$ cat src/verilog/rail_seq_defines.svh
// What this block does
// - with the rail-six option bit set, a high second control input selects 1.2 V for step-down rail six, else it has no effect.
// - when rail six runs with 25 mV steps the pin-selected voltage is 2.4 V instead of 1.2 V.
// - an asserted sleep input overrides the pin-selected voltage of rail six.
// - the third aux LDO source code picks pin one, two, five, four, three, three AND four or six for codes 000 to 110.
// - source code 111 feeds a constant one so the third aux LDO needs no pin.
// - mask bit 1 includes the combined second switch / first LDO power good in the third LDO condition, 1 excludes it.
// - mask bit 0 includes the B-one switch power good in the third LDO condition, 1 excludes it.
// - with the combine bit set the B-one switch enable also enables the B-two switch, else each runs normally.
// - with the swap bit set the B-two switch enable logic drives the first LDO and, unless the combine bit is set, the first LDO logic drives B-two.
// - the third aux LDO falling delay is none, 2, 4, 8, 16, 24, 32 or 64 ms for codes 000 to 111.
// - the third aux LDO rising delay uses the same encoding as the falling delay.
// - each programmed delay may differ from nominal by up to 10 percent.
// - B-one mask bits 7 and 6 include (0) or exclude (1) the aux LDO two and A-one switch power good.
// - B-one mask bits 5 to 0 include (0) or exclude (1) the power good of step-down rails six to one.
//
// header of register offsets, field positions, reset values and timing counts
// assumes a 250 MHz system clock
`ifndef RAIL_SEQ_DEFINES_SVH
`define RAIL_SEQ_DEFINES_SVH

// ****************************************
// register offsets and reset values
// ****************************************
`define OFS_THIRD_LDO_ENABLE_SELECT 8'h20
`define OFS_THIRD_LDO_DELAY_AND_SWAP 8'h21
`define OFS_SWITCH_B_ONE_GOOD_MASKS 8'h22
`define REG_RESET_VALUE 8'h00
`define READ_UNMAPPED 8'h00

// ****************************************
// field positions
// ****************************************
`define POS_RAIL_SIX_OPTION 7
`define POS_SOURCE_HI 4
`define POS_SOURCE_LO 2
`define POS_MASK_COMBINED 1
`define POS_MASK_SWITCH_B_ONE 0
`define POS_COMBINE 7
`define POS_SWAP 6
`define POS_FALL_HI 5
`define POS_FALL_LO 3
`define POS_RISE_HI 2
`define POS_RISE_LO 0

// ****************************************
// voltages and timing
// ****************************************
`define RAIL_SIX_LOW_MV 12'h4b0
`define RAIL_SIX_HIGH_MV 12'h960
`define NS_PER_MS 1000000
`define CLK_PERIOD_NS 4
`define CYCLES_PER_MS (`NS_PER_MS / `CLK_PERIOD_NS)
`define DLY_MS_0 8'h00
`define DLY_MS_1 8'h02
`define DLY_MS_2 8'h04
`define DLY_MS_3 8'h08
`define DLY_MS_4 8'h10
`define DLY_MS_5 8'h18
`define DLY_MS_6 8'h20
`define DLY_MS_7 8'h40

`endif

$ cat src/verilog/rail_seq_pkg.sv
// types shared by the sequencer files
// assumes nothing of its surroundings
`default_nettype none
package rail_seq_pkg;
  typedef logic [2:0] delay_code_t;
  typedef logic [7:0] reg_byte_t;
  // codes follow declaration order 000..111
  typedef enum logic [2:0] {
    SRC_PIN_ONE, SRC_PIN_TWO, SRC_PIN_FIVE, SRC_PIN_FOUR,
    SRC_PIN_THREE, SRC_PIN_THREE_AND_FOUR, SRC_PIN_SIX, SRC_ALWAYS
  } pin_source_t;
endpackage
`default_nettype wire

$ cat src/verilog/rail_delay_if.sv
// carrier between the sequencer top and its delay engines
// assumes both ends run on the same clock
`default_nettype none
interface rail_delay_if;
  import rail_seq_pkg::*;
  logic        cond;
  delay_code_t rise_code;
  delay_code_t fall_code;
  logic        enable;
  modport ctl (output cond, output rise_code, output fall_code, input enable);
  modport seq (input cond, input rise_code, input fall_code, output enable);
endinterface
`default_nettype wire

$ cat src/verilog/enable_delay.sv
// one rail enable with programmable rising and falling delays
// assumes a free running clock and a synchronous condition
`include "rail_seq_defines.svh"
`default_nettype none
module enable_delay
  import rail_seq_pkg::*;
#(
  parameter int unsigned CYCLES_PER_MS = `CYCLES_PER_MS
) (
  // clock and reset
  input  wire logic mclk,
  input  wire logic rst_n,
  // block side
  rail_delay_if.seq dly
);

  logic [31:0] cnt_ff;
  logic        en_ff;
  logic [31:0] target;
  logic [31:0] run_ff;

  // ****************************************
  // delay code to milliseconds
  // ****************************************
  function automatic logic [7:0] code_ms(input delay_code_t c);
    case (c)
      3'h0: code_ms = `DLY_MS_0;
      3'h1: code_ms = `DLY_MS_1;
      3'h2: code_ms = `DLY_MS_2;
      3'h3: code_ms = `DLY_MS_3;
      3'h4: code_ms = `DLY_MS_4;
      3'h5: code_ms = `DLY_MS_5;
      3'h6: code_ms = `DLY_MS_6;
      default: code_ms = `DLY_MS_7;
    endcase
  endfunction

  always_comb begin
    target = 32'(code_ms(dly.cond ? dly.rise_code : dly.fall_code)) * 32'(CYCLES_PER_MS);
  end

  always_ff @(posedge mclk or negedge rst_n) begin
    if (!rst_n) begin
      cnt_ff <= 32'h0;
      en_ff  <= 1'b0;
    end else if (dly.cond == en_ff) begin
      cnt_ff <= 32'h0;
    end else if (cnt_ff + 32'h1 >= target) begin
      cnt_ff <= 32'h0;
      en_ff  <= dly.cond;
    end else begin
      cnt_ff <= cnt_ff + 32'h1;
    end
  end

  assign dly.enable = en_ff;

  // ****************************************
  // checks
  // ****************************************
  property p_no_rise_without_cond;
    @(posedge mclk) disable iff (!rst_n) (!dly.cond && !en_ff) |=> !en_ff;
  endproperty
  a_no_rise_without_cond: assert property (p_no_rise_without_cond) else $error("enable rose without condition");

  property p_rise_zero;
    @(posedge mclk) disable iff (!rst_n) (dly.cond && !en_ff && dly.rise_code == 3'h0) |=> en_ff;
  endproperty
  a_rise_zero: assert property (p_rise_zero) else $error("zero rise delay not immediate");

  property p_fall_zero;
    @(posedge mclk) disable iff (!rst_n) (!dly.cond && en_ff && dly.fall_code == 3'h0) |=> !en_ff;
  endproperty
  a_fall_zero: assert property (p_fall_zero) else $error("zero fall delay not immediate");

  property p_restart;
    @(posedge mclk) disable iff (!rst_n) (dly.cond == en_ff) |=> (cnt_ff == 32'h0);
  endproperty
  a_restart: assert property (p_restart) else $error("delay count not restarted");

  // independent run length of condition high while enable low
  always_ff @(posedge mclk or negedge rst_n) begin
    if (!rst_n) begin
      run_ff <= 32'h0;
    end else if (dly.cond && !en_ff) begin
      run_ff <= run_ff + 32'h1;
    end else begin
      run_ff <= 32'h0;
    end
  end

  property p_rise_timed;
    @(posedge mclk) disable iff (!rst_n) $rose(en_ff) |-> ($past(run_ff) + 32'h1 >= $past(target));
  endproperty
  a_rise_timed: assert property (p_rise_timed) else $error("enable rose before delay expired");

  c_rise: cover property (@(posedge mclk) disable iff (!rst_n) $rose(en_ff));
  c_fall: cover property (@(posedge mclk) disable iff (!rst_n) $fell(en_ff));
  c_abort: cover property (@(posedge mclk) disable iff (!rst_n) (cnt_ff != 32'h0) ##1 (cnt_ff == 32'h0) && !$changed(en_ff));

endmodule
`default_nettype wire

$ cat src/verilog/rail_enable_sequencer.sv
// enable sequencing for the third aux LDO and the B-one load switch,
// plus combine, swap and rail-six pin voltage option
// assumes register writes arrive as one-cycle strobes from the serial bus
// decoder and all pins are synchronous to mclk
`include "rail_seq_defines.svh"
`default_nettype none
module rail_enable_sequencer
  import rail_seq_pkg::*;
#(
  parameter int unsigned CYCLES_PER_MS = `CYCLES_PER_MS
) (
  // clock and reset
  input  wire logic       mclk,
  input  wire logic       rst_n,
  // register port from the serial bus decoder
  input  wire logic       reg_wr,
  input  wire logic       reg_rd,
  input  wire logic [7:0] reg_addr,
  input  wire logic [7:0] reg_wdata,
  output logic      [7:0] reg_rdata,
  // control pins, bit 0 is pin one
  input  wire logic [5:0] control_pins,
  input  wire logic       second_control_input,
  input  wire logic       sleep_input,
  // power good inputs
  input  wire logic       power_good_combined,
  input  wire logic       power_good_switch_b_one,
  input  wire logic       power_good_aux_ldo_two,
  input  wire logic       power_good_switch_a_one,
  input  wire logic [5:0] power_good_step_rails,
  // settings of neighbouring logic
  input  wire logic       rail_six_step_25mv,
  input  wire logic       switch_b_one_source,
  input  wire logic [2:0] switch_b_one_rise_code,
  input  wire logic [2:0] switch_b_one_fall_code,
  input  wire logic       aux_ldo_one_logic_enable,
  input  wire logic       switch_b_two_logic_enable,
  // rail enables and rail-six voltage
  output logic            aux_ldo_three_enable,
  output logic            load_switch_b_one_enable,
  output logic            load_switch_b_two_enable,
  output logic            aux_ldo_one_enable,
  output logic            rail_six_pin_force,
  output logic     [11:0] rail_six_pin_mv
);

  reg_byte_t third_ldo_enable_select_ff;
  reg_byte_t third_ldo_delay_and_swap_ff;
  reg_byte_t switch_b_one_good_masks_ff;
  logic      third_src;
  logic      third_cond;
  logic      b_one_cond;
  logic      b_two_pre;
  logic      swap;
  logic      combine;

  rail_delay_if third_if ();
  rail_delay_if b_one_if ();

  // ****************************************
  // register file
  // ****************************************

  // write decode
  always_ff @(posedge mclk or negedge rst_n) begin
    if (!rst_n) begin
      third_ldo_enable_select_ff  <= `REG_RESET_VALUE;
      third_ldo_delay_and_swap_ff <= `REG_RESET_VALUE;
      switch_b_one_good_masks_ff  <= `REG_RESET_VALUE;
    end else if (reg_wr) begin
      if (reg_addr == `OFS_THIRD_LDO_ENABLE_SELECT) begin
        third_ldo_enable_select_ff <= reg_wdata;
      end else if (reg_addr == `OFS_THIRD_LDO_DELAY_AND_SWAP) begin
        third_ldo_delay_and_swap_ff <= reg_wdata;
      end else if (reg_addr == `OFS_SWITCH_B_ONE_GOOD_MASKS) begin
        switch_b_one_good_masks_ff <= reg_wdata;
      end
    end
  end

  // read decode, registered
  always_ff @(posedge mclk or negedge rst_n) begin
    if (!rst_n) begin
      reg_rdata <= `READ_UNMAPPED;
    end else if (reg_rd) begin
      if (reg_addr == `OFS_THIRD_LDO_ENABLE_SELECT) begin
        reg_rdata <= third_ldo_enable_select_ff;
      end else if (reg_addr == `OFS_THIRD_LDO_DELAY_AND_SWAP) begin
        reg_rdata <= third_ldo_delay_and_swap_ff;
      end else if (reg_addr == `OFS_SWITCH_B_ONE_GOOD_MASKS) begin
        reg_rdata <= switch_b_one_good_masks_ff;
      end else begin
        reg_rdata <= `READ_UNMAPPED;
      end
    end
  end

  // ****************************************
  // third aux LDO enable condition
  // ****************************************

  // pin multiplexer
  function automatic logic pin_mux(input pin_source_t sel, input logic [5:0] pins);
    case (sel)
      SRC_PIN_ONE:            pin_mux = pins[0];
      SRC_PIN_TWO:            pin_mux = pins[1];
      SRC_PIN_FIVE:           pin_mux = pins[4];
      SRC_PIN_FOUR:           pin_mux = pins[3];
      SRC_PIN_THREE:          pin_mux = pins[2];
      SRC_PIN_THREE_AND_FOUR: pin_mux = pins[2] & pins[3];
      SRC_PIN_SIX:            pin_mux = pins[5];
      default:                pin_mux = 1'b1;
    endcase
  endfunction

  assign third_src = pin_mux(pin_source_t'(third_ldo_enable_select_ff[`POS_SOURCE_HI:`POS_SOURCE_LO]), control_pins);

  assign third_cond = third_src
                    & (third_ldo_enable_select_ff[`POS_MASK_COMBINED] | power_good_combined)
                    & (third_ldo_enable_select_ff[`POS_MASK_SWITCH_B_ONE] | power_good_switch_b_one);

  assign third_if.cond      = third_cond;
  assign third_if.rise_code = third_ldo_delay_and_swap_ff[`POS_RISE_HI:`POS_RISE_LO];
  assign third_if.fall_code = third_ldo_delay_and_swap_ff[`POS_FALL_HI:`POS_FALL_LO];

  enable_delay #(.CYCLES_PER_MS(CYCLES_PER_MS)) u_third_delay (
    .mclk  (mclk),
    .rst_n (rst_n),
    .dly   (third_if.seq)
  );

  assign aux_ldo_three_enable = third_if.enable;

  // ****************************************
  // B-one load switch enable condition
  // ****************************************

  assign b_one_cond = switch_b_one_source
                    & (switch_b_one_good_masks_ff[7] | power_good_aux_ldo_two)
                    & (switch_b_one_good_masks_ff[6] | power_good_switch_a_one)
                    & (&(switch_b_one_good_masks_ff[5:0] | power_good_step_rails));

  assign b_one_if.cond      = b_one_cond;
  assign b_one_if.rise_code = switch_b_one_rise_code;
  assign b_one_if.fall_code = switch_b_one_fall_code;

  enable_delay #(.CYCLES_PER_MS(CYCLES_PER_MS)) u_b_one_delay (
    .mclk  (mclk),
    .rst_n (rst_n),
    .dly   (b_one_if.seq)
  );

  assign load_switch_b_one_enable = b_one_if.enable;

  // ****************************************
  // swap and combine
  // ****************************************
  assign swap    = third_ldo_delay_and_swap_ff[`POS_SWAP];
  assign combine = third_ldo_delay_and_swap_ff[`POS_COMBINE];

  assign aux_ldo_one_enable = swap ? switch_b_two_logic_enable : aux_ldo_one_logic_enable;
  assign b_two_pre          = swap ? aux_ldo_one_logic_enable : switch_b_two_logic_enable;

  assign load_switch_b_two_enable = combine ? load_switch_b_one_enable : b_two_pre;

  // ****************************************
  // rail six pin voltage option
  // ****************************************

  always_ff @(posedge mclk or negedge rst_n) begin
    if (!rst_n) begin
      rail_six_pin_force <= 1'b0;
      rail_six_pin_mv    <= 12'h000;
    end else if (third_ldo_enable_select_ff[`POS_RAIL_SIX_OPTION] && second_control_input && !sleep_input) begin
      rail_six_pin_force <= 1'b1;
      rail_six_pin_mv    <= rail_six_step_25mv ? `RAIL_SIX_HIGH_MV : `RAIL_SIX_LOW_MV;
    end else begin
      rail_six_pin_force <= 1'b0;
      rail_six_pin_mv    <= 12'h000;
    end
  end

  // ****************************************
  // checks
  // ****************************************
  property p_six_low;
    @(posedge mclk) disable iff (!rst_n)
      (third_ldo_enable_select_ff[7] && second_control_input && !sleep_input && !rail_six_step_25mv)
      |=> (rail_six_pin_force && rail_six_pin_mv == 12'h4b0);
  endproperty
  a_six_low: assert property (p_six_low) else $error("rail six pin voltage not 1.2 V");

  property p_six_high;
    @(posedge mclk) disable iff (!rst_n)
      (third_ldo_enable_select_ff[7] && second_control_input && !sleep_input && rail_six_step_25mv)
      |=> (rail_six_pin_mv == 12'h960);
  endproperty
  a_six_high: assert property (p_six_high) else $error("rail six pin voltage not 2.4 V");

  property p_six_sleep;
    @(posedge mclk) disable iff (!rst_n) (sleep_input || !third_ldo_enable_select_ff[7]) |=> !rail_six_pin_force;
  endproperty
  a_six_sleep: assert property (p_six_sleep) else $error("rail six forced during sleep or option off");

  property p_src_pin_one;
    @(posedge mclk) disable iff (!rst_n) (third_ldo_enable_select_ff[4:2] == 3'h0) |-> (third_src == control_pins[0]);
  endproperty
  a_src_pin_one: assert property (p_src_pin_one) else $error("source 000 not pin one");

  property p_src_always;
    @(posedge mclk) disable iff (!rst_n) (third_ldo_enable_select_ff[4:2] == 3'h7) |-> third_src;
  endproperty
  a_src_always: assert property (p_src_always) else $error("source 111 not constant one");

  property p_mask_combined;
    @(posedge mclk) disable iff (!rst_n) (!third_ldo_enable_select_ff[1] && !power_good_combined) |-> !third_cond;
  endproperty
  a_mask_combined: assert property (p_mask_combined) else $error("combined good ignored while unmasked");

  property p_mask_b_one;
    @(posedge mclk) disable iff (!rst_n) (!third_ldo_enable_select_ff[0] && !power_good_switch_b_one) |-> !third_cond;
  endproperty
  a_mask_b_one: assert property (p_mask_b_one) else $error("B-one good ignored while unmasked");

  property p_combine;
    @(posedge mclk) disable iff (!rst_n) combine |-> (load_switch_b_two_enable == load_switch_b_one_enable);
  endproperty
  a_combine: assert property (p_combine) else $error("B-two not following B-one");

  property p_swap;
    @(posedge mclk) disable iff (!rst_n) (swap && !combine)
      |-> (aux_ldo_one_enable == switch_b_two_logic_enable && load_switch_b_two_enable == aux_ldo_one_logic_enable);
  endproperty
  a_swap: assert property (p_swap) else $error("swap not applied");

  property p_b_one_masks;
    @(posedge mclk) disable iff (!rst_n)
      (((~switch_b_one_good_masks_ff[5:0] & ~power_good_step_rails) != 6'h00)
      || (!switch_b_one_good_masks_ff[7] && !power_good_aux_ldo_two)
      || (!switch_b_one_good_masks_ff[6] && !power_good_switch_a_one)) |-> !b_one_cond;
  endproperty
  a_b_one_masks: assert property (p_b_one_masks) else $error("B-one unmasked good ignored");

  c_third_on: cover property (@(posedge mclk) disable iff (!rst_n) $rose(aux_ldo_three_enable));
  c_six_force: cover property (@(posedge mclk) disable iff (!rst_n) $rose(rail_six_pin_force));

endmodule
`default_nettype wire

$ cat config.mk
export PLATFORM = sky130hd
export DESIGN_NAME = rail_enable_sequencer
export DESIGN_NICKNAME = d
export VERILOG_FILES = /design/src/verilog/rail_seq_pkg.sv /design/src/verilog/rail_delay_if.sv /design/src/verilog/enable_delay.sv /design/src/verilog/rail_enable_sequencer.sv
export VERILOG_INCLUDE_DIRS = /design/src /design/src/verilog
export SDC_FILE = /design/constraint.sdc
export NUM_CORES = 1
export LEC_CHECK = 0
export BUFFER_PORTS_ARGS = -buffer_cell sky130_fd_sc_hd__buf_4
export CORE_UTILIZATION = 30
export CTS_CLUSTER_SIZE = 25
export DETAILED_ROUTE_END_ITERATION = 6
export PLACE_DENSITY_LB_ADDON = 0.1
export SYNTH_ARGS = -nofsm -noshare
export SYNTH_HDL_FRONTEND = slang
export SYNTH_SLANG_ARGS = --single-unit
$ cat constraint.sdc
create_clock -name mclk -period 15.7 [get_ports mclk]
set_clock_uncertainty 0.2 [all_clocks]
set_input_delay 0.785 -clock mclk [delete_from_list [all_inputs] [get_ports mclk]]
set_output_delay 0.785 -clock mclk [all_outputs]
set_load 0.01 [all_outputs]
# Yosys cells after proc, flatten, opt, wreduce, memory -nomap -nowiden
# Cells that the tools add are included.
# totals
register_bits,111
latch_bits,0
ram_bits,0
rom_bits,0
input_bits,48
memories,0
# op_classes
n_addsub,2
n_mul,2
n_div,0
magnitude_cmp,2
n_eq_ne,23
shifts,0
muxes,18
n_bitwise,15
reduce_logical,12
# ops
op,count
$mux W32,4
$pmux W7 S7,2
$add A32 B1 Y32 const B,2
$ge A32 B26 Y1,2
$mul A7 B14 Y21 const B,2
$eq A3 B3 Y1 const B,9
$eq A8 B6 Y1 const B,3
$mux W12,2
$mux W8,3
$eq A3 B2 Y1 const B,6
$eq A3 B1 Y1 const B,3
$logic_not A3 Y1,3
$pmux W1 S7,1
$and A1 B1 Y1,6
$mux W3,2
$or A6 B6 Y6,1
$reduce_and A2 Y1,3
$reduce_and A6 Y1,1
$mux W1,4
$not A1 Y1,4
$or A1 B1 Y1,4
$reduce_and A4 Y1,1
$reduce_and A3 Y1,1
$eq A1 B1 Y1,2
2 further kinds,3

# Logic depth before layout (Yosys ltp)
# Gate-level depths: netlist of the first run.
# depth
depth_word,11
depth_mapped,33

# By module
# From an unflattened synthesis of the first run, not the netlist that was laid out.
# unflattened
cells_unflattened,765
area_unflattened_um2,7912.6
# by_module_without_submodules
mod,n_inst,cells_per_inst,area_each_um2,seq_area_each_um2
enable_delay (u_b_one_delay),1,312,3100.5,825.8
enable_delay (u_third_delay),1,312,3032.9,825.8
rail_enable_sequencer,1,141,1779.2,875.8

# Worst setup path before layout of the first run
# Ideal clock, no wire load.
# synth_path
path_type,input port to flip-flop
start,input port power_good_aux_ldo_two
end,register u_b_one_delay.cnt_ff[3]
setup_time_ns,0.119
t_arrival_ns,6.760
slack_ns,8.621
cell_stages,27
path_buffers,1
cell_sequence,o2111ai_1 > mux2i_1 > xnor2_1 > or2_2 > fa_1 > inv_1 > ha_1 > inv_1 > fa_1 > inv_1 > ha_1 > ha_1 > a31oi_1 > nor2b_1 > o21a_1 > o21a_1 > o21a_1 > or2_2 > ha_1 > nand4_1 > nor4_1 > nand4_1 > o22ai_1 > nor3_1 > nand4b_4 > buf_6 > nor2_2
# synth_via
elab_chain_cells,11
word_cells_on_any_way,18
classes_between,1 x mul; 1 x order compare; 7 x eq/ne; 4 x mux; 4 x bitwise; 1 x reduce/logical
# synth_lines
element,line_no,source
"start, declared",rail_enable_sequencer.sv:28,"input wire logic power_good_aux_ldo_two,"
$or A1 B1 Y1 *,rail_enable_sequencer.sv:139,& (switch_b_one_good_masks_ff[7] | power_good_aux_ldo_two)
$and A1 B1 Y1 *,rail_enable_sequencer.sv:139,
$and A1 B1 Y1 *,rail_enable_sequencer.sv:140,& (switch_b_one_good_masks_ff[6] | power_good_switch_a_one)
$and A1 B1 Y1 *,rail_enable_sequencer.sv:141,& (&(switch_b_one_good_masks_ff[5:0] | power_good_step_rails));
$mux W3,enable_delay.sv:39,target = 32'(code_ms(dly.cond ? dly.rise_code : dly.fall_code)) * 32'(CYCLES_PER_MS);
$eq A3 B3 Y1 (tied with other cells),enable_delay.sv:26,case (c)
$pmux W7 S7,enable_delay.sv:26,
$mul A7 B14 Y21,enable_delay.sv:39,
$ge A32 B26 Y1,enable_delay.sv:48,end else if (cnt_ff + 32'h1 >= target) begin
$mux W32,enable_delay.sv:48,
$mux W32 *,enable_delay.sv:46,end else if (dly.cond == en_ff) begin
"end signal, assigned",enable_delay.sv:52,cnt_ff <= cnt_ff + 32'h1;
"end, declared",enable_delay.sv:17,logic [31:0] cnt_ff;
# Every way passes the cells marked *; elsewhere a longest branch is shown, timed or not.
# A chain may end at the register's enable or synchronous reset.

# Worst setup path after layout of the first run
# layout_path
start,input port power_good_aux_ldo_two
end,register u_b_one_delay.cnt_ff[8]
# Same word-level chain as after synthesis.

==> results.toml, run 1 <==
[cts]
clock-sinks = 101
h-tree-depth = 3
cts_tree = "built"
cts_root_buf = "clkbuf_16"
holdBufCountCts = 0
post_cts_resized = 0
clk_pin_slew_ps = 70
cts_buffer_depth = 2
postCtsSetupRepairBufs = 0
numCtsBuffers = 9
worstSkewPairLatency_ps = 350

[synth]
mappedNetlistArea_mm2 = 0.00774
synth-async-reset-ratio = 1.00
synth_commonest_cells = "101 x dfrtp_1, 98 x ha_1, 73 x nand2_1"
yosys_warnings = 0
synth_area_leaders = "dfrtp_1 33%, ha_1 16%, xnor2_1 4.6%"
yosys.cell_types.count = 63
syn-instance-count = 795
avgSynthCellArea_um2 = 9.73
ys_seq_area_frac = 0.327
synth_ff_type = "dfrtp_1"
synth.most_common_cell = "dfrtp_1"
yosys_register_bits = 101
synth_top_area_share = 0.327
yosys.area.top_type = "dfrtp_1"
synth_edf_count = 0

[finish]
insertedDiodeCount = 0
nFillCells = 2618
multiInputGateArea_mm2 = 0.00493
seq_area_mm2 = 0.00253
syn2layout_area_growth_pct = 15.1
fin_util = 0.353
layout-drive-gt1-share = 0.187
nNetsFinal = 1036
final_cell_area_mm2 = 0.00891

[floorplanning]
die-area_mm2 = 0.0264
die_h_um = 163
coreArea_mm2 = 0.0253
pin_count = 73
num_rows = 58
start_util = 0.306
die_x_um = 163

[setup_path]
max_stage_delay_ps = 760
r2r_slack_ps = 8060
startpoint_type = "input pin"
r2r_start = "switch_b_one_good_masks_ff[7]"
critPathMaxFanout = 24
critPathKind = "in2reg"
cpMaxStageDelayCell = "mux2i_1"
worst-r2r-cell-count = 26
cpMostUsedCell = "ha_1"
rr_endpoint = "u_b_one_delay.cnt_ff[8]"
end_kind = "register"
crit_family = "simple AND/OR/NAND/NOR gates"
critPathBufInv = 4
critical_path_arrival_ps = 7810
crit_required_ps = 15760

[routing]
via_per_inst = 4.69
drt-met1-wl_mm = 8.89
final_antenna_net_count = 0
wl_met3_um = 607
drt-total-wl_mm = 17.2
met2WireLength_mm = 7.56
drt_iter0_drc = 286
top_layer_used = "met4"
drc = 0
first_pass_iters = 4
routedWlPerCell_um = 14.2
via_count = 5695

[run]
max_cap_viol_count = 0

[timing]
hold_violations = 0
rsz0062_at_grt = "no"
slew_headroom = 0.456
finalCriticalPeriod_ps = 7750
drv_slew = 0
tightest_slew_ps = 793
fmax_mhz = 129
final-setup-viol-count = 0
fin_setup_tns_ps = 0
finalCritPeriodShare = 0.494

[hold_path]
hold_path.class = "in2async"

[power_and_ir_drop]
ir_drop_mv = 0.0355
leakagePower_uw = 0.00425
p_per_area_mw_per_mm2 = 68.0

[placement]
gp_congestion = 0.791
hpwl_mm = 13.8
io_buffers = 67
placed_area_mm2 = 0.00860

[grt]
grt_max_degree = 61
grt_pass1_vias = 5483
grt-ovfl-total = 0
antenna_found_initial = 0
grt_usage = 0.138
grt_pass1_wl_mm = 28.7

[status]
status = "complete, no violations"
placed cells by master (no fill, tap or decap), drive strengths merged, types with 13 or more instances in the layout:
master,instances
a21oi,23
and3,17
buf,69
conb,29
dfrtp,101
ha,98
inv,61
mux2,29
mux2i,13
nand2,73
nand3,24
nand4,28
nor2,56
nor2b,46
nor3,20
o21ai,20
xnor2,41
xor2,23
flip-flops by register name, summed over array words and instances, names as in the netlist:
name                         count
third_ldo_enable_select_ff       8
u_third_delay.dly.enable         1
u_b_one_delay.cnt_ff            32
u_b_one_delay.dly.enable         1
switch_b_one_good_masks_ff       8
third_ldo_delay_and_swap_ff      8
reg_rdata                        8
rail_six_pin_mv                  3
u_third_delay.cnt_ff            32
stage by stage:
| stage | hold WS (ps) | worst slack, ps | instances | total power [uW] |
|---|---|---|---|---|
| after floorplan | 276 | 8620 | 822 | 343 |
| after global placement | 290 | 7660 | 1197 | 380 |
| after detailed placement | 292 | 7490 | 1197 | 380 |
| after CTS | 248 | 7880 | 1213 | 618 |
| after global routing | 270 | 7290 | 1213 | 643 |
| final | 221 | 7950 | 1213 | 605 |
power breakdown:
group / leakage, uW / switching [uW] / internal [uW] / total, uW
sequential: 0.00136 / 6.37 / 267 / 273
clock: 0.000148 / 106 / 126 / 232
combinational: 0.00274 / 54.2 / 45.7 / 99.9
total: 0.00425 / 167 / 438 / 605
cells by family (layout without fill, tap and decap cells):
family / count (synthesis) / count (layout) / share of synthesized area
AOI/OAI and AO/OA: 85 / 85 / 0.0721
adders and majority gates: 110 / 110 / 0.189
buffers and inverters: 82 / 143 / 0.0498
xor gates and xnor gates: 65 / 65 / 0.0753
DFF: 101 / 101 / 0.327
muxes: 42 / 42 / 0.0590
and+or+nand+nor: 308 / 308 / 0.227
other: 2 / 29 / 0.000970
worst max-delay path by stage:
stage,from,slack [ps],cells past startpoint,end
after floorplan,power_good_aux_ldo_two,8620,27,u_b_one_delay.cnt_ff[3]
after global placement,power_good_aux_ldo_two,7660,27,u_b_one_delay.cnt_ff[9]
after detailed placement,power_good_aux_ldo_two,7490,27,u_b_one_delay.cnt_ff[8]
after CTS,power_good_aux_ldo_two,7880,27,u_b_one_delay.cnt_ff[8]
after global routing,power_good_aux_ldo_two,7290,28,u_b_one_delay.cnt_ff[8]
final,power_good_aux_ldo_two,7950,27,u_b_one_delay.cnt_ff[8]
layout make-up:
cell class / count / area share
Timing Repair Buffer: 69 / 0.0581
Tap cell: 330 / 0.0463
Sequential cell: 101 / 0.284
Multi-Input combinational cell: 639 / 0.553
Clock buffer: 9 / 0.0253
Inverter: 58 / 0.0244
Clock inverter: 7 / 0.00899
layer usage:
| layer | GRT usage | vias up |
|---|---|---|
| li1 | - | 2903 |
| met1 | 0.194 | 2697 |
| met2 | 0.219 | 86 |
| met3 | 0.0239 | 9 |
| met4 | 0.0331 | 0 |
| met5 | 0 | - |
No activity file was read; power rests on OpenSTA's default activity.
==> run 2: changes to the inputs <==
clock period = 6.6 ns   (was 15.7 ns; I/O delays follow)
==> run 2 against run 1 <==
The flow now finishes with violations (negative setup slack). Largest power group unchanged. Worst setup slack got worse by 8100 ps. Cell area increased by 18%. Via count increased by 7.7%. Largest cell class unchanged. Wire length increased by 12%. Critical path depth increased by 13. Global-route usage increased by 1.2 points. Cell count increased by 9.2%. Hold slack got worse by 190 ps. Critical path type is now reg2reg.
==> results.toml, run 2 (same netlist as run 1, synthesis figures left out) <==
[status]
status = "finished, violations left"
violations = "negative setup slack"

[finish]
layout_commonest_cell = "buf_4"
seq_area_mm2 = 0.00253
nNetsFinal = 1148
fin_util = 0.415
layout-drive-gt1-share = 0.347
multiInputGateArea_mm2 = 0.00551
layout_common_cells = "158 x buf_4, 99 x dfrtp_1, 84 x ha_1, 71 x nand2_1, 45 x inv_1"
final_cells = 1325
syn2layout_area_growth_pct = 35.6
insertedDiodeCount = 0
nFillCells = 2529
largestRegisters = "u_b_one_delay.cnt_ff (32), u_third_delay.cnt_ff (32)"

[routing]
final_antenna_net_count = 0
drc = 0
routedWlPerCell_um = 14.5
first_pass_iters = 4
drt_iter0_drc = 217
via_count = 6133
drt-total-wl_mm = 19.2
via_per_inst = 4.63

[timing]
fin_setup_tns_ps = -4200
fmax_mhz = 147
finalCritPeriodShare = 1.03
finalCriticalPeriod_ps = 6790
hold_violations = 0
final-setup-viol-count = 25
drv_slew = 0
slew_headroom = 0.473
setup_slack_ps = -193
tightest_slew_ps = 790
rsz0062_at_grt = "yes"

[cts]
numCtsBuffers = 9
cts_root_buf = "clkbuf_16"
cts_buffer_depth = 2
cts_tree = "built"
worstSkewPairLatency_ps = 350
clk_pin_slew_ps = 80
clock-sinks = 101
h-tree-depth = 3

[setup_path]
critPathMaxFanout = 6
critPathKind = "reg2reg"
crit_start = "third_ldo_enable_select_ff[3]"
end_kind = "register"
crit_required_ps = 6690
startpoint_type = "register"
cpMostUsedCell = "buf_4"
cpMaxStageDelayCell = "or4_4"
r2r_start = "third_ldo_enable_select_ff[3]"
critical_path_arrival_ps = 6880
max_stage_delay_ps = 630

[floorplanning]
start_util = 0.306
die-area_mm2 = 0.0264
die_x_um = 163
num_rows = 58
coreArea_mm2 = 0.0253
pin_count = 73
die_h_um = 163

[grt]
grt_pass1_wl_mm = 31.3
grt_max_degree = 58
grt-ovfl-total = 0
grt_usage = 0.150
grt_pass1_vias = 6084
antenna_found_initial = 0

[placement]
dp.cells = 1260
gp_congestion = 0.768
io_buffers = 67
hpwl_mm = 14.3

[power_and_ir_drop]
leakagePower_uw = 0.00487
fin_total_pwr_uw = 1530
ir_drop_mv = 0.111
p_per_area_mw_per_mm2 = 146

[hold_path]
worstHoldStart = "reg_wdata[5]"
hold_path.class = "in2reg"

[run]
max_cap_viol_count = 0
==> run 2: cell count changes in the layout (fill, tap and decap cells not counted), moves of 5 or more <==
cell,change
buf_4,+89
buf_6,+12
ha_1,-14
ha_4,+12
inv_1,-13
inv_2,+12
nor2_1,-13
nor2_4,+11
nor2b_1,-6
nor2b_2,-16
nor2b_4,+22
o21ai_0,-7
o21ai_1,+5
==> run 2: where the power goes <==
part	leakage [uW]	total [uW]	internal [uW]	switching, uW
clock	0.000139	532	274	258
sequential	0.00135	650	634	15.4
combinational	0.00337	346	181	165
total	0.00487	1530	1090	439
==> run 2: per-stage QoR <==
step                area [um^2]  hold WS [ps]  worst slack (ps)
CTS                        9990          15.9              -153
floorplan                  7890          -166              38.1
global route              10500          10.7              -407
finish                    10500          30.8              -193
detailed placement         9160           275              -542
global placement           9160           277              -468
==> run 2: layout make-up <==
cell class | instances | area share
Timing Repair Buffer | 181 | 0.146
Multi-Input combinational cell | 639 | 0.525
Sequential cell | 101 | 0.241
Inverter | 58 | 0.0210
Clock buffer | 10 | 0.0228
Clock inverter | 6 | 0.00525
Tap cell | 330 | 0.0394
==> run 2: path summary, 6_finish.rpt <==
check	end	slack, ps	cells past startpoint
worst max-delay path	u_third_delay.cnt_ff[17]	-190	40
worst min-delay path	third_ldo_delay_and_swap_ff[5]	30	2
worst max register to register	u_third_delay.cnt_ff[17]	-190	40
worst min register to register	third_ldo_enable_select_ff[6]	310	1
max in group asynchronous	third_ldo_enable_select_ff[3]	4620	3
min in group asynchronous	u_third_delay.cnt_ff[28]	390	2
==> run 2: repair_timing <==
action	CTS	global route
setup buffers	35	6
hold endpoints to repair	59	0
pin swaps	21	51
setup endpoints to repair	50	50
resized for setup	51	80
hold buffers	4	0
cloned	2	2
==> run 2: per-layer routing <==
metal / track usage / share of wire / vias up
li1: - / - / 3123
met5: 0 / 0 / -
met3: 0.0188 / 0.023 / 10
met1: 0.209 / 0.49 / 2937
met4: 0.0387 / 0.0098 / 0
met2: 0.245 / 0.48 / 63
==> run 2: critical path, delay by kind of cell, from the launching register on <==
kind,cells,cell delay [ps]
buffers and inverters,26,3250
DFF,1,450
AOI/OAI and AO/OA,7,1180
muxes,2,480
and+or+nand+nor,4,930
adders and majority gates,1,230
==> run 3: changes to the inputs <==
CORE_MARGIN = 2   (was default)
REMOVE_ABC_BUFFERS = 1   (was default)
==> run 3 against run 2 <==
The flow still finishes with violations (negative setup slack). Cell area is 1.2% lower. Clock power is 10% higher. Critical path depth decreased by 9. Register-to-register slack lost 110 ps. Non-clock buffer count is 21 lower. Cell count is 1.6% lower. Critical path type unchanged. Largest cell class unchanged.
==> results.toml, run 3 (same netlist as run 1, synthesis figures left out) <==
[finish]
fin_util = 0.410
insertedDiodeCount = 0
nNetsFinal = 1127
syn2layout_area_growth_pct = 33.9
layout_commonest_cell = "buf_4"
layout-drive-gt1-share = 0.322
layout_common_cells = "139 x buf_4, 100 x dfrtp_1, 83 x ha_1, 72 x nand2_1, 48 x inv_1"
final_cell_area_mm2 = 0.0104
largestRegisters = "u_b_one_delay.cnt_ff (32), u_third_delay.cnt_ff (32)"

[floorplanning]
die-area_mm2 = 0.0271
coreArea_mm2 = 0.0253
pin_count = 73
start_util = 0.306
num_rows = 58
die_h_um = 165
die_x_um = 165

[timing]
drv_slew = 0
finalCriticalPeriod_ps = 6900
setup_slack_ps = -301
slew_headroom = 0.352
rsz0062_at_grt = "yes"
fin_setup_tns_ps = -6270
finalCritPeriodShare = 1.05
hold_violations = 0
fmax_mhz = 145
final-setup-viol-count = 24
tightest_slew_ps = 972

[run]
max_cap_viol_count = 0

[cts]
clock-sinks = 101
h-tree-depth = 3
worstSkewPairLatency_ps = 360
numCtsBuffers = 9
cts_buffer_depth = 2
cts_root_buf = "clkbuf_16"
clk_pin_slew_ps = 70
cts_tree = "built"

[setup_path]
critPathMaxFanout = 7
cpMostUsedCell = "ha_4"
crit_required_ps = 6690
critPathKind = "reg2reg"
cpMaxStageDelayCell = "or4_4"
end_kind = "register"
critical_path_arrival_ps = 6990
max_stage_delay_ps = 590
startpoint_type = "register"

[power_and_ir_drop]
ir_drop_mv = 0.109
p_per_area_mw_per_mm2 = 152
leakagePower_uw = 0.00477
fin_total_pwr_uw = 1570

[routing]
final_antenna_net_count = 0
drc = 0
first_pass_iters = 4
routedWlPerCell_um = 14.7
drt-total-wl_mm = 19.1
via_count = 6000
drt_iter0_drc = 266
via_per_inst = 4.60

[status]
violations = "negative setup slack"
status = "finished, violations left"

[hold_path]
hold_path.class = "in2reg"

[placement]
placed_area_mm2 = 0.00902
hpwl_mm = 14.3
io_buffers = 67
pre_cts_ws_ps = -305
gp_congestion = 0.751

[grt]
grt_usage = 0.147
grt_pass1_vias = 5920
grt_max_degree = 77
grt_pass1_wl_mm = 31.1
grt-ovfl-total = 0
antenna_found_initial = 0
==> run 3: critical path, delay by kind of cell, from the launching register on <==
| family | cells | cell delay (ps) |
|---|---|---|
| AOI/OAI and AO/OA | 7 | 1170 |
| xor gates and xnor gates | 1 | 180 |
| adders and majority gates | 6 | 1980 |
| buffers and inverters | 5 | 670 |
| DFF | 1 | 460 |
| muxes | 2 | 430 |
| and+or+nand+nor | 10 | 1730 |
==> run 3: worst paths after layout <==
check                                              start                             to  slack (ps)  cells past startpoint
setup / recovery           third_ldo_enable_select_ff[3]        u_third_delay.cnt_ff[2]        -300                     31
hold / removal                              reg_wdata[7]  third_ldo_enable_select_ff[7]          30                      2
hold reg to reg            third_ldo_enable_select_ff[6]  third_ldo_enable_select_ff[6]         310                      1
min in group asynchronous                          rst_n       u_third_delay.dly.enable         250                      2
max in group asynchronous                          rst_n       u_b_one_delay.cnt_ff[25]        4650                      3
setup reg to reg           third_ldo_enable_select_ff[3]        u_third_delay.cnt_ff[2]        -300                     31
==> run 3: timing repair <==
action,4_1_cts,5_1_grt
endpoints found under the setup margin,50,50
setup buffers,23,11
cloned,5,0
pin swaps,33,42
resized for setup,73,57
hold endpoints to repair,28,0
hold buffers,4,0
==> run 3: layer usage <==
| metal | GRT usage | wire length, um |
|---|---|---|
| met1 | 0.216 | 9760 |
| met2 | 0.226 | 8420 |
| met3 | 0.0234 | 763 |
| met4 | 0.0332 | 184 |
| met5 | 0 | 0 |
==> run 3: area by class of cell <==
| cell class | count | area [um^2] |
|---|---|---|
| flip-flops and latches | 101 | 2530 |
| inverters | 58 | 218 |
| well taps | 330 | 413 |
| clock buffers | 10 | 229 |
| multi-input cells | 639 | 5490 |
| fillers | 2500 | 14900 |
| repair buffers | 160 | 1390 |
| clock inverters | 6 | 91.3 |
==> run 3: where the power goes <==
part	switching (uW)	total (uW)	leakage (uW)	internal (uW)
sequential	14.9	649	0.00136	634
combinational	161	334	0.00325	173
clock	251	587	0.000158	336
==> run 3: metrics by stage <==
stage,std cells,hold slack (ps)
floorplan,798,-166
global placement,1248,87.9
detailed placement,1248,79.6
CTS,1296,14.7
global route,1304,18.1
finish,1304,27.0
